## src/tmp_pkg.sv

```systemverilog
// constants shared by the transmit multifunction pin mux
package tmp_pkg;
   // ==========================================================
   // pin function selector codes
   localparam int SEL_W = 4;
   localparam logic [3:0] FN_TX_CLK_IN = 4'h3;
   localparam logic [3:0] FN_LINE_CLK_OUT = 4'h7;
   localparam logic [3:0] FN_TRI_HIGH = 4'h8;
   localparam logic [3:0] FN_GPI = 4'h9;
   localparam logic [3:0] FN_OUT_HIGH = 4'ha;
   localparam logic [3:0] FN_OUT_LOW = 4'hb;
   localparam logic [3:0] FN_NEG_RAIL = 4'hd;
   localparam logic [3:0] FN_TRI_LOW = 4'he;
   // every pin leaves reset as a general input
   localparam logic [3:0] SEL_RESET = FN_GPI;
   localparam int PINS_PER_PORT = 3;
   // ==========================================================
   // register map: one 16-byte block per line port
   localparam int PORT_SH = 4;
   localparam logic [3:0] OFF_PC1 = 4'h0;
   localparam logic [3:0] OFF_PC2 = 4'h4;
   localparam logic [3:0] OFF_CTRL = 4'h8;
   localparam logic [3:0] OFF_STAT = 4'hc;
   // ==========================================================
   // field positions
   localparam int PC1_A_LSB = 0;
   localparam int PC1_B_LSB = 4;
   localparam int PC1_W = 8;
   localparam int CTRL_TRI_BIT = 0;
   localparam int CTRL_DUAL_BIT = 1;
   localparam int CTRL_EDGE_BIT = 2;
   localparam int CTRL_W = 3;
   localparam logic [2:0] CTRL_RESET = 3'h0;
   localparam int STAT_TRI_BIT = 3;
   localparam int STAT_CLK_BIT = 4;
   localparam int STAT_NEG_BIT = 5;
   localparam int STAT_W = 6;
endpackage

```

## src/tmp_pin_if.sv

```systemverilog
// signals between the mux core and one pin slice
`timescale 1ns/1ps
interface tmp_pin_if;
   logic [3:0] sel;      // function selector of this pin
   logic lvl;            // synchronised pin level
   logic line_clk;       // internal line clock level
   logic launch;         // selected framer clock edge
   logic gpi_lvl;        // level seen as general input
   logic tri_req;        // tristate request from this pin
   logic neg_lvl;        // negative rail level
   logic clk_sel;        // pin carries the transmit clock
   logic clk_lvl;        // transmit clock level
   logic pin_out;        // registered pin drive value
   logic pin_oe_n;       // registered enable, low drives
   modport core (output sel, output lvl, output line_clk,
      output launch, input gpi_lvl, input tri_req,
      input neg_lvl, input clk_sel, input clk_lvl,
      input pin_out, input pin_oe_n);
   modport slice (input sel, input lvl, input line_clk,
      input launch, output gpi_lvl, output tri_req,
      output neg_lvl, output clk_sel, output clk_lvl,
      output pin_out, output pin_oe_n);
endinterface

```

## src/tmp_sync.sv

```systemverilog
// two-flop synchroniser for pin levels
`timescale 1ns/1ps
module tmp_sync #(
   parameter int WIDTH = 1
) (
   input wire logic clk,
   input wire logic rst_n,
   input wire logic [WIDTH-1:0] d,
   output logic [WIDTH-1:0] q
);
   logic [WIDTH-1:0] meta_q; // first stage, read only by q
   // ==========================================================
   // two stages; the second alone feeds logic
   always_ff @(posedge clk or negedge rst_n) begin
      if (!rst_n) begin
         meta_q <= '0;
         q <= '0;
      end else begin
         meta_q <= d;
         q <= meta_q;
      end
   end
endmodule

```

## src/tmp_pin_slice.sv

```systemverilog
// one transmit multifunction pin: decode and drive
`timescale 1ns/1ps
module tmp_pin_slice (
   input wire logic clk,
   input wire logic rst_n,
   tmp_pin_if.slice pif
);
   // ==========================================================
   // input-side decode, from the selector and the pin level
   always_comb begin
      // the selected function alone gives meaning
      pif.gpi_lvl = (pif.sel == tmp_pkg::FN_GPI) & pif.lvl;
      // active high or active low tristate request
      pif.tri_req =
         ((pif.sel == tmp_pkg::FN_TRI_HIGH) & pif.lvl) |
         ((pif.sel == tmp_pkg::FN_TRI_LOW) & ~pif.lvl);
      pif.neg_lvl = (pif.sel == tmp_pkg::FN_NEG_RAIL) &
         pif.lvl;
      pif.clk_sel = (pif.sel == tmp_pkg::FN_TX_CLK_IN);
      pif.clk_lvl = pif.clk_sel & pif.lvl;
   end
   // ==========================================================
   // output drive; direction follows the function
   always_ff @(posedge clk or negedge rst_n) begin
      if (!rst_n) begin
         pif.pin_out <= 1'b0;
         pif.pin_oe_n <= 1'b1; // input after reset
      end else begin
         unique case (pif.sel)
            tmp_pkg::FN_OUT_HIGH: begin
               pif.pin_out <= 1'b1;
               pif.pin_oe_n <= 1'b0;
            end
            tmp_pkg::FN_OUT_LOW: begin
               pif.pin_out <= 1'b0; // low, as named
               pif.pin_oe_n <= 1'b0;
            end
            tmp_pkg::FN_LINE_CLK_OUT: begin
               pif.pin_oe_n <= 1'b0;
               // launched only on the chosen framer edge
               if (pif.launch) begin
                  pif.pin_out <= pif.line_clk;
               end
            end
            default: begin
               // inputs and unassigned codes float
               pif.pin_out <= 1'b0;
               pif.pin_oe_n <= 1'b1;
            end
         endcase
      end
   end
endmodule

```

## src/tmp_tx_pin_mux.sv

```systemverilog
// transmit multifunction pin mux with apb register access
//
// Decided for this implementation: the register offsets and the APB register port.
`timescale 1ns/1ps
module tmp_tx_pin_mux #(
   parameter int NUM_PORTS = 8,
   parameter int ADDR_W = 8
) (
   input wire logic REF_CLK,
   input wire logic RST_N,
   input wire logic PSEL,
   input wire logic PENABLE,
   input wire logic PWRITE,
   input wire logic [ADDR_W-1:0] PADDR,
   input wire logic [31:0] PWDATA,
   output logic [31:0] PRDATA,
   output logic PREADY,
   output logic PSLVERR,
   input wire logic [3*NUM_PORTS-1:0] TX_PIN_IN,
   output logic [3*NUM_PORTS-1:0] TX_PIN_OUT,
   output logic [3*NUM_PORTS-1:0] TX_PIN_OE_N,
   input wire logic FRAMER_TX_CLK,
   input wire logic [NUM_PORTS-1:0] TX_LINE_CLK,
   output logic [NUM_PORTS-1:0] TX_LINE_TRISTATE,
   output logic [NUM_PORTS-1:0] TX_NEG_DATA,
   output logic [NUM_PORTS-1:0] TX_EXT_CLK,
   output logic [NUM_PORTS-1:0] TX_EXT_CLK_SEL
);
   // ==========================================================
   // sizes
   localparam int NP = tmp_pkg::PINS_PER_PORT * NUM_PORTS;
   localparam int PORT_W = (NUM_PORTS > 1) ?
      $clog2(NUM_PORTS) : 1;
   localparam int SH = tmp_pkg::PORT_SH;

   // refuse sizes the decoder cannot serve
   if (NUM_PORTS < 1 || ADDR_W < SH + PORT_W ||
      ADDR_W > 16) begin : g_bad_size
      $error("tmp_tx_pin_mux: unsupported size");
   end

   // ==========================================================
   // configuration registers, one set per port
   logic [tmp_pkg::PC1_W-1:0] pc1_q [NUM_PORTS]; // pins a, b
   logic [tmp_pkg::SEL_W-1:0] pc2_q [NUM_PORTS]; // pin c
   logic [tmp_pkg::CTRL_W-1:0] ctrl_q [NUM_PORTS];

   // bus answer registers
   logic pready_q;
   logic pslverr_q;
   logic [31:0] prdata_q;
   logic [31:0] rdata_d;

   // decode of the held address
   logic [PORT_W-1:0] port_idx;
   logic [3:0] reg_off;
   logic addr_ok;
   logic setup;
   logic wr_en;

   // synchronised framer clock and pins
   logic [NP:0] sync_q;
   logic fclk_s;
   logic fclk_prev_q;
   logic fclk_rise;
   logic fclk_fall;
   logic [NUM_PORTS-1:0] launch;

   // per-pin selectors and decoded flags
   logic [3:0] pin_sel [NP];
   logic [NP-1:0] gpi_v;
   logic [NP-1:0] tri_v;
   logic [NP-1:0] neg_v;
   logic [NP-1:0] csel_v;
   logic [NP-1:0] clk_v;

   // per-port output registers
   logic [NUM_PORTS-1:0] tristate_q;
   logic [NUM_PORTS-1:0] neg_q;
   logic [NUM_PORTS-1:0] extclk_q;
   logic [NUM_PORTS-1:0] extsel_q;

   // ==========================================================
   // input synchronisation
   // pins and framer clock come from outside this clock domain;
   // the framer clock is only sampled, so it must stay well
   // below half of the reference rate
   tmp_sync #(
      .WIDTH(NP + 1)
   ) u_sync (
      .clk(REF_CLK),
      .rst_n(RST_N),
      .d({FRAMER_TX_CLK, TX_PIN_IN}),
      .q(sync_q)
   );

   assign fclk_s = sync_q[NP];

   // ==========================================================
   // framer clock edge detection
   // delay of the synchronised clock for edge finding
   always_ff @(posedge REF_CLK or negedge RST_N) begin
      if (!RST_N) begin
         fclk_prev_q <= 1'b0;
      end else begin
         fclk_prev_q <= fclk_s;
      end
   end

   assign fclk_rise = fclk_s & ~fclk_prev_q;
   assign fclk_fall = ~fclk_s & fclk_prev_q;

   // per-port edge choice: bit set picks falling
   always_comb begin
      for (int p = 0; p < NUM_PORTS; p++) begin
         launch[p] = ctrl_q[p][tmp_pkg::CTRL_EDGE_BIT] ?
            fclk_fall : fclk_rise;
      end
   end

   // ==========================================================
   // selector fan-out to the pins
   always_comb begin
      for (int p = 0; p < NUM_PORTS; p++) begin
         pin_sel[3*p] = pc1_q[p][tmp_pkg::PC1_A_LSB +: 4];
         pin_sel[3*p+1] = pc1_q[p][tmp_pkg::PC1_B_LSB +: 4];
         pin_sel[3*p+2] = pc2_q[p];
      end
   end

   // ==========================================================
   // pin slices, one per multifunction pin
   for (genvar i = 0; i < NP; i++) begin : g_pin
      tmp_pin_if pif();

      assign pif.sel = pin_sel[i];
      assign pif.lvl = sync_q[i];
      assign pif.line_clk = TX_LINE_CLK[i/3];
      assign pif.launch = launch[i/3];
      assign gpi_v[i] = pif.gpi_lvl;
      assign tri_v[i] = pif.tri_req;
      assign neg_v[i] = pif.neg_lvl;
      assign csel_v[i] = pif.clk_sel;
      assign clk_v[i] = pif.clk_lvl;
      // both come straight from the slice flops
      assign TX_PIN_OUT[i] = pif.pin_out;
      assign TX_PIN_OE_N[i] = pif.pin_oe_n;

      tmp_pin_slice u_slice (
         .clk(REF_CLK),
         .rst_n(RST_N),
         .pif(pif)
      );
   end

   // ==========================================================
   // line tristate per port
   // the three pins are simply ored; the host may set one active high
   // and one active low tristate input per port, so no arbitration is needed
   always_ff @(posedge REF_CLK or negedge RST_N) begin
      if (!RST_N) begin
         tristate_q <= '0;
      end else begin
         for (int p = 0; p < NUM_PORTS; p++) begin
            tristate_q[p] <= ctrl_q[p][tmp_pkg::CTRL_TRI_BIT] |
               (|tri_v[3*p +: 3]);
         end
      end
   end

   // ==========================================================
   // negative rail data latch
   // only meaningful in dual rail mode; otherwise held low
   always_ff @(posedge REF_CLK or negedge RST_N) begin
      if (!RST_N) begin
         neg_q <= '0;
      end else begin
         for (int p = 0; p < NUM_PORTS; p++) begin
            if (!ctrl_q[p][tmp_pkg::CTRL_DUAL_BIT]) begin
               neg_q[p] <= 1'b0;
            end else if (launch[p]) begin
               neg_q[p] <= |neg_v[3*p +: 3];
            end
         end
      end
   end

   // ==========================================================
   // transmit clock from the framer
   // the level is forwarded, not used as a clock here
   always_ff @(posedge REF_CLK or negedge RST_N) begin
      if (!RST_N) begin
         extclk_q <= '0;
         extsel_q <= '0;
      end else begin
         for (int p = 0; p < NUM_PORTS; p++) begin
            extsel_q[p] <= |csel_v[3*p +: 3];
            extclk_q[p] <= |clk_v[3*p +: 3];
         end
      end
   end

   assign TX_LINE_TRISTATE = tristate_q;
   assign TX_NEG_DATA = neg_q;
   assign TX_EXT_CLK = extclk_q;
   assign TX_EXT_CLK_SEL = extsel_q;

   // ==========================================================
   // apb address decode
   assign port_idx = PADDR[SH +: PORT_W];
   assign reg_off = PADDR[3:0];
   // word aligned and inside the populated port blocks
   assign addr_ok = (PADDR[1:0] == 2'h0) &&
      ((PADDR >> SH) < ADDR_W'(NUM_PORTS));
   assign setup = PSEL & ~PENABLE;
   // a write lands only at the completing edge
   assign wr_en = PSEL & PENABLE & pready_q & PWRITE &
      addr_ok;

   // read data, chosen during setup
   always_comb begin
      rdata_d = 32'h0;
      if (addr_ok) begin
         unique case (reg_off)
            tmp_pkg::OFF_PC1: rdata_d = 32'(pc1_q[port_idx]);
            tmp_pkg::OFF_PC2: rdata_d = 32'(pc2_q[port_idx]);
            tmp_pkg::OFF_CTRL: rdata_d = 32'(ctrl_q[port_idx]);
            tmp_pkg::OFF_STAT: begin
               // pin levels of general inputs
               rdata_d[2:0] = gpi_v[3*port_idx +: 3];
               rdata_d[tmp_pkg::STAT_TRI_BIT] =
                  tristate_q[port_idx];
               rdata_d[tmp_pkg::STAT_CLK_BIT] =
                  extclk_q[port_idx];
               rdata_d[tmp_pkg::STAT_NEG_BIT] = neg_q[port_idx];
            end
            default: rdata_d = 32'h0; // unaligned, not reached
         endcase
      end
   end

   // ==========================================================
   // apb answer: ready in the first access cycle
   // one fixed wait-free access keeps the read data registered
   always_ff @(posedge REF_CLK or negedge RST_N) begin
      if (!RST_N) begin
         pready_q <= 1'b0;
         pslverr_q <= 1'b0;
         prdata_q <= 32'h0;
      end else begin
         pready_q <= setup;
         pslverr_q <= setup & ~addr_ok;
         if (setup) begin
            prdata_q <= PWRITE ? 32'h0 : rdata_d;
         end
      end
   end

   assign PREADY = pready_q;
   assign PSLVERR = pslverr_q;
   assign PRDATA = prdata_q;

   // ==========================================================
   // register writes; status ignores writes
   always_ff @(posedge REF_CLK or negedge RST_N) begin
      if (!RST_N) begin
         for (int p = 0; p < NUM_PORTS; p++) begin
            // every pin starts as an input
            pc1_q[p] <= {tmp_pkg::SEL_RESET, tmp_pkg::SEL_RESET};
            pc2_q[p] <= tmp_pkg::SEL_RESET;
            ctrl_q[p] <= tmp_pkg::CTRL_RESET;
         end
      end else if (wr_en) begin
         unique case (reg_off)
            tmp_pkg::OFF_PC1: begin
               pc1_q[port_idx] <= PWDATA[tmp_pkg::PC1_W-1:0];
            end
            tmp_pkg::OFF_PC2: begin
               pc2_q[port_idx] <= PWDATA[tmp_pkg::SEL_W-1:0];
            end
            tmp_pkg::OFF_CTRL: begin
               ctrl_q[port_idx] <= PWDATA[tmp_pkg::CTRL_W-1:0];
            end
            default: begin
               // status is read only
            end
         endcase
      end
   end
endmodule

```

## config.mk

```make
export PLATFORM = sky130hd
export DESIGN_NAME = tmp_tx_pin_mux
export DESIGN_NICKNAME = d
export VERILOG_FILES = /design/src/tmp_pkg.sv /design/src/tmp_pin_if.sv /design/src/tmp_sync.sv /design/src/tmp_pin_slice.sv /design/src/tmp_tx_pin_mux.sv
export SDC_FILE = /design/constraint.sdc
export NUM_CORES = 1
export LEC_CHECK = 0
export BUFFER_PORTS_ARGS = -buffer_cell sky130_fd_sc_hd__buf_4
export CAP_MARGIN = 40
export CORE_MARGIN = 1
export CORE_UTILIZATION = 52
export DETAILED_ROUTE_END_ITERATION = 8
export HOLD_SLACK_MARGIN = 0.1
export PLACE_DENSITY = 0.76
export REMOVE_ABC_BUFFERS = 1
export SYNTH_ARGS = -nofsm -noshare
export SYNTH_HDL_FRONTEND = slang
export SYNTH_SLANG_ARGS = --single-unit
```

## constraint.sdc

```tcl
create_clock -name REF_CLK -period 1.9 [get_ports REF_CLK]
set_input_delay 0 -clock REF_CLK [delete_from_list [all_inputs] [get_ports REF_CLK]]
set_output_delay 0 -clock REF_CLK [all_outputs]
set_load 0.005 [all_outputs]
```

==> results.py <==
metrics = {
    "sta": {
        "min_period_over_period_pct": 99.1,
        "skew_ns": 0.00805,
        "finalSetupViolations": 0,
        "timing.final.crit_period_ns": 1.88,
        "worst_slack_ns": 0.0179,
        "fmax_ghz": 0.531,
        "whs_ns": 0.0985,
        "rsz0062_at_grt": "yes",
        "relSlewSlack_pct": 61.7,
        "slew_viol_final": 0,
        "fin_setup_tns_ns": 0,
        "hold_viol": 0,
        "worst_pin_slew_ns": 0.575,
    },
    "floorplanning": {
        "die_area_um2": 26300,
        "design.core.area_um2": 25200,
        "die_x_um": 162,
        "start_util_pct": 53.1,
        "ios": 192,
        "die-height_um": 162,
        "row_count": 58,
    },
    "min_path": {
        "hold_depth": 2,
        "hold_path.class": "input port to register",
    },
    "cells_and_area": {
        "n_antenna_cell": 0,
        "area_growth_pct": 25.5,
        "drive_above_1_share_pct": 36.3,
        "fillers": 1935,
        "utilization_pct": 66.6,
        "nNetsFinal": 1543,
    },
    "yosys": {
        "yosys.area_share.simple_pct": 17.4,
        "synth-xor-area-share_pct": 0,
        "synth_cells": 1238,
        "mappedNetlistArea_um2": 13400,
        "yosysWarnings": 0,
        "ys_ff_latch": 261,
        "synth_edf_count": 0,
        "synth_compound_area_share_pct": 10.8,
        "synth_top_family_by_area": "simple AND/OR/NAND/NOR gates",
        "synth_mux_area_share_pct": 15.0,
        "syn_area_per_cell_um2": 10.8,
        "ys_async_sr_fraction_pct": 100,
        "synth_flop_cell": "dfrtp_1",
        "synthTopCellsByArea": "dfrtp_1, dfstp_2, mux2_2",
        "yosysTopAreaCellShare_pct": 35.4,
        "yosys.area.top_type": "dfrtp_1",
        "synth_fa_ha_area_share_pct": 0,
        "ys_types": 73,
        "seq_area_frac_synth_pct": 49.6,
    },
    "global_route": {
        "use_met2_pct": 52.0,
        "grt_max_degree": 62,
        "use_met3_pct": 6.26,
        "grt-busiest-layer": "met2",
        "antenna_found_initial": 0,
        "grtUsageMet1_pct": 46.0,
        "grt_pass1_wl_mm": 65.1,
        "grt_overflow_total": 0,
        "grt_use_total_pct": 33.1,
        "first_global_vias": 10860,
    },
    "clocking": {
        "clock-sinks": 261,
        "cts.htree.levels": 1,
        "cts_buffers": 28,
        "cts_buffer_depth": 3,
        "clk-insertion-delay-late_ns": 0.54,
        "path_clk_slew_ns": 0.06,
        "root_buffer": "clkbuf_16",
        "tritoncts": "yes",
    },
    "power": {
        "power_density_nw_per_um2": 750,
        "power.leakage_uw": 0.00762,
        "ir_drop_uv": 766,
    },
    "critical_path": {
        "cpPeakStageDelay_ns": 0.36,
        "cp_max_fo": 4,
        "required_ns": 2.33,
        "path_buf_inv": 2,
        "cp_top_family": "simple AND/OR/NAND/NOR gates",
        "path_class": "register to register",
        "r2r.worst_path.cells": 7,
        "cp.arrival_ns": 2.31,
        "cp-start-kind": "register",
        "crit_path_frequent_cell": "buf_4",
        "cp.depth": 7,
        "critical_path.cell_chain": "nand4_1 -> nor4_4 -> buf_4 -> nand4b_1 -> buf_4 -> nor2_4 -> mux2_2",
        "critPathCaptureType": "register",
        "r2r_slack_ns": 0.02,
        "crit_path_top_delay_cell": "dfrtp_1",
    },
    "run": {
        "cap_violations": 0,
    },
    "drt": {
        "dr_total_vias": 10947,
        "wire_per_inst_um": 23.6,
        "wl_mm": 42.8,
        "avgViaCountPerCell": 6.03,
        "postRouteAntennaNets": 0,
        "drt_drc_violations_left": 0,
        "drtIter0Drc": 1255,
        "dr.pass1.iters": 6,
    },
    "outcome": {
        "status": "finished, final reports clean",
    },
    "place": {
        "dpl_worst_slack_ns": -0.0905,
        "routabilityCongestion": 0.983,
        "port_buffers": 143,
        "dp_hpwl_mm": 30.7,
    },
}
[per-layer routing]
layer / vias to the layer above / wire length [um]
met5: - / 0
met4: 0 / 1380
met3: 88 / 3740
met2: 517 / 19800
met1: 5517 / 18000
li1: 4825 / -
[timing repair]
action,4_1_cts,5_1_grt
buffers inserted,1,0
hold buffers,62,0
hold endpoints to repair,389,0
pin swaps,0,2
resized for setup,9,26
endpoints found under the setup margin,40,62
[metrics by stage]
stage	total power, uW	cells	area (um2)
2_1_floorplan	5970	1129	12600
3_3_place_gp	6530	1702	15000
3_5_place_dp	6540	1702	15000
4_1_cts	12600	1815	16700
5_1_grt	12900	1815	16800
6_report	12600	1815	16800
[area by class of cell]
cell class	count	area [um2]	share of cell area (%)
Clock buffer	43	898	5.36
Clock inverter	7	135	0.806
Inverter	43	161	0.963
Multi-Input combinational cell	825	5980	35.7
Sequential cell	261	6620	39.5
Tap cell	330	413	2.46
Timing Repair Buffer	306	2550	15.2
[synth_stat cells, types with 7 or more instances]
| cell | number |
|---|---|
| a21oi_1 | 33 |
| a221o_1 | 7 |
| a221oi_1 | 7 |
| a22oi_1 | 8 |
| a31oi_1 | 10 |
| and3_1 | 7 |
| and3b_1 | 8 |
| buf_2 | 11 |
| buf_4 | 76 |
| clkbuf_1 | 44 |
| dfrtp_1 | 189 |
| dfstp_2 | 72 |
| inv_1 | 43 |
| mux2_2 | 131 |
| mux2i_1 | 24 |
| mux4_2 | 11 |
| nand2_1 | 125 |
| nand2b_1 | 30 |
| nand3_1 | 41 |
| nand3b_1 | 37 |
| nand4_1 | 8 |
| nand4b_1 | 7 |
| nor2_1 | 67 |
| nor2b_1 | 33 |
| nor3_1 | 8 |
| nor3b_1 | 12 |
| o211ai_1 | 7 |
| o21ai_0 | 40 |
| o221ai_1 | 7 |
| o22ai_1 | 17 |
| o311ai_0 | 7 |
| o31a_1 | 7 |
| o32ai_1 | 8 |
| or3_1 | 10 |
[power breakdown]
part           internal (uW)  switching (uW)
registers               5640            51.1
clock network           3760            2220
logic                    369             523
total                   9770            2800
[layout by cell type, fill, tap and decap left out, types with 10 or more instances in the layout]
cell type / n
dlygate4sd3_1: 61
nor2b_1: 32
nand2b_1: 30
clkbuf_8: 12
nand2_1: 125
o22ai_1: 17
dfrtp_1: 189
mux2_2: 123
or3_1: 10
a21oi_1: 33
a31oi_1: 10
buf_4: 235
conb_1: 24
inv_1: 43
nor3b_1: 12
clkbuf_16: 29
nor2_1: 53
mux4_2: 11
dfstp_2: 72
mux2i_1: 24
o21ai_0: 40
nor2_2: 10
nand3_1: 41
nand3b_1: 37
[cells by family (layout without fill, tap and decap cells)]
group	after synthesis	after routing
buffers and inverters	175	399
flip-flops	261	261
multiplexers	170	170
AO/OA/AOI/OAI	204	204
AND/OR/NAND/NOR	427	427
other	1	24
[state kept, by name, summed over array words and instances (netlist names), 24 cells and up]
signal                      cells
ctrl_q                         24
g_pin.pif.sel                  96
g_pin.u_slice.pif.pin_oe_n     24
g_pin.u_slice.pif.pin_out      24
u_sync.meta_q                  25
u_sync.q                       25
[worst paths after layout]
kind                                        startpoint                                  endpoint
max                                   PREADY$_DFF_PN0_          g_pin[20].pif.sel[1]$_DFFE_PN0P_
min                                      TX_PIN_IN[12]               u_sync.meta_q[12]$_DFF_PN0_
max in group asynchronous                        RST_N  g_pin[14].u_slice.pif.pin_oe_n$_DFF_PN1_
max reg2reg                           PREADY$_DFF_PN0_          g_pin[20].pif.sel[1]$_DFFE_PN0P_
min in group asynchronous                        RST_N                TX_NEG_DATA[3]$_DFFE_PN0P_
min reg2reg                u_sync.meta_q[21]$_DFF_PN0_                    u_sync.q[21]$_DFF_PN0_
(Power assumes the default switching activity.)
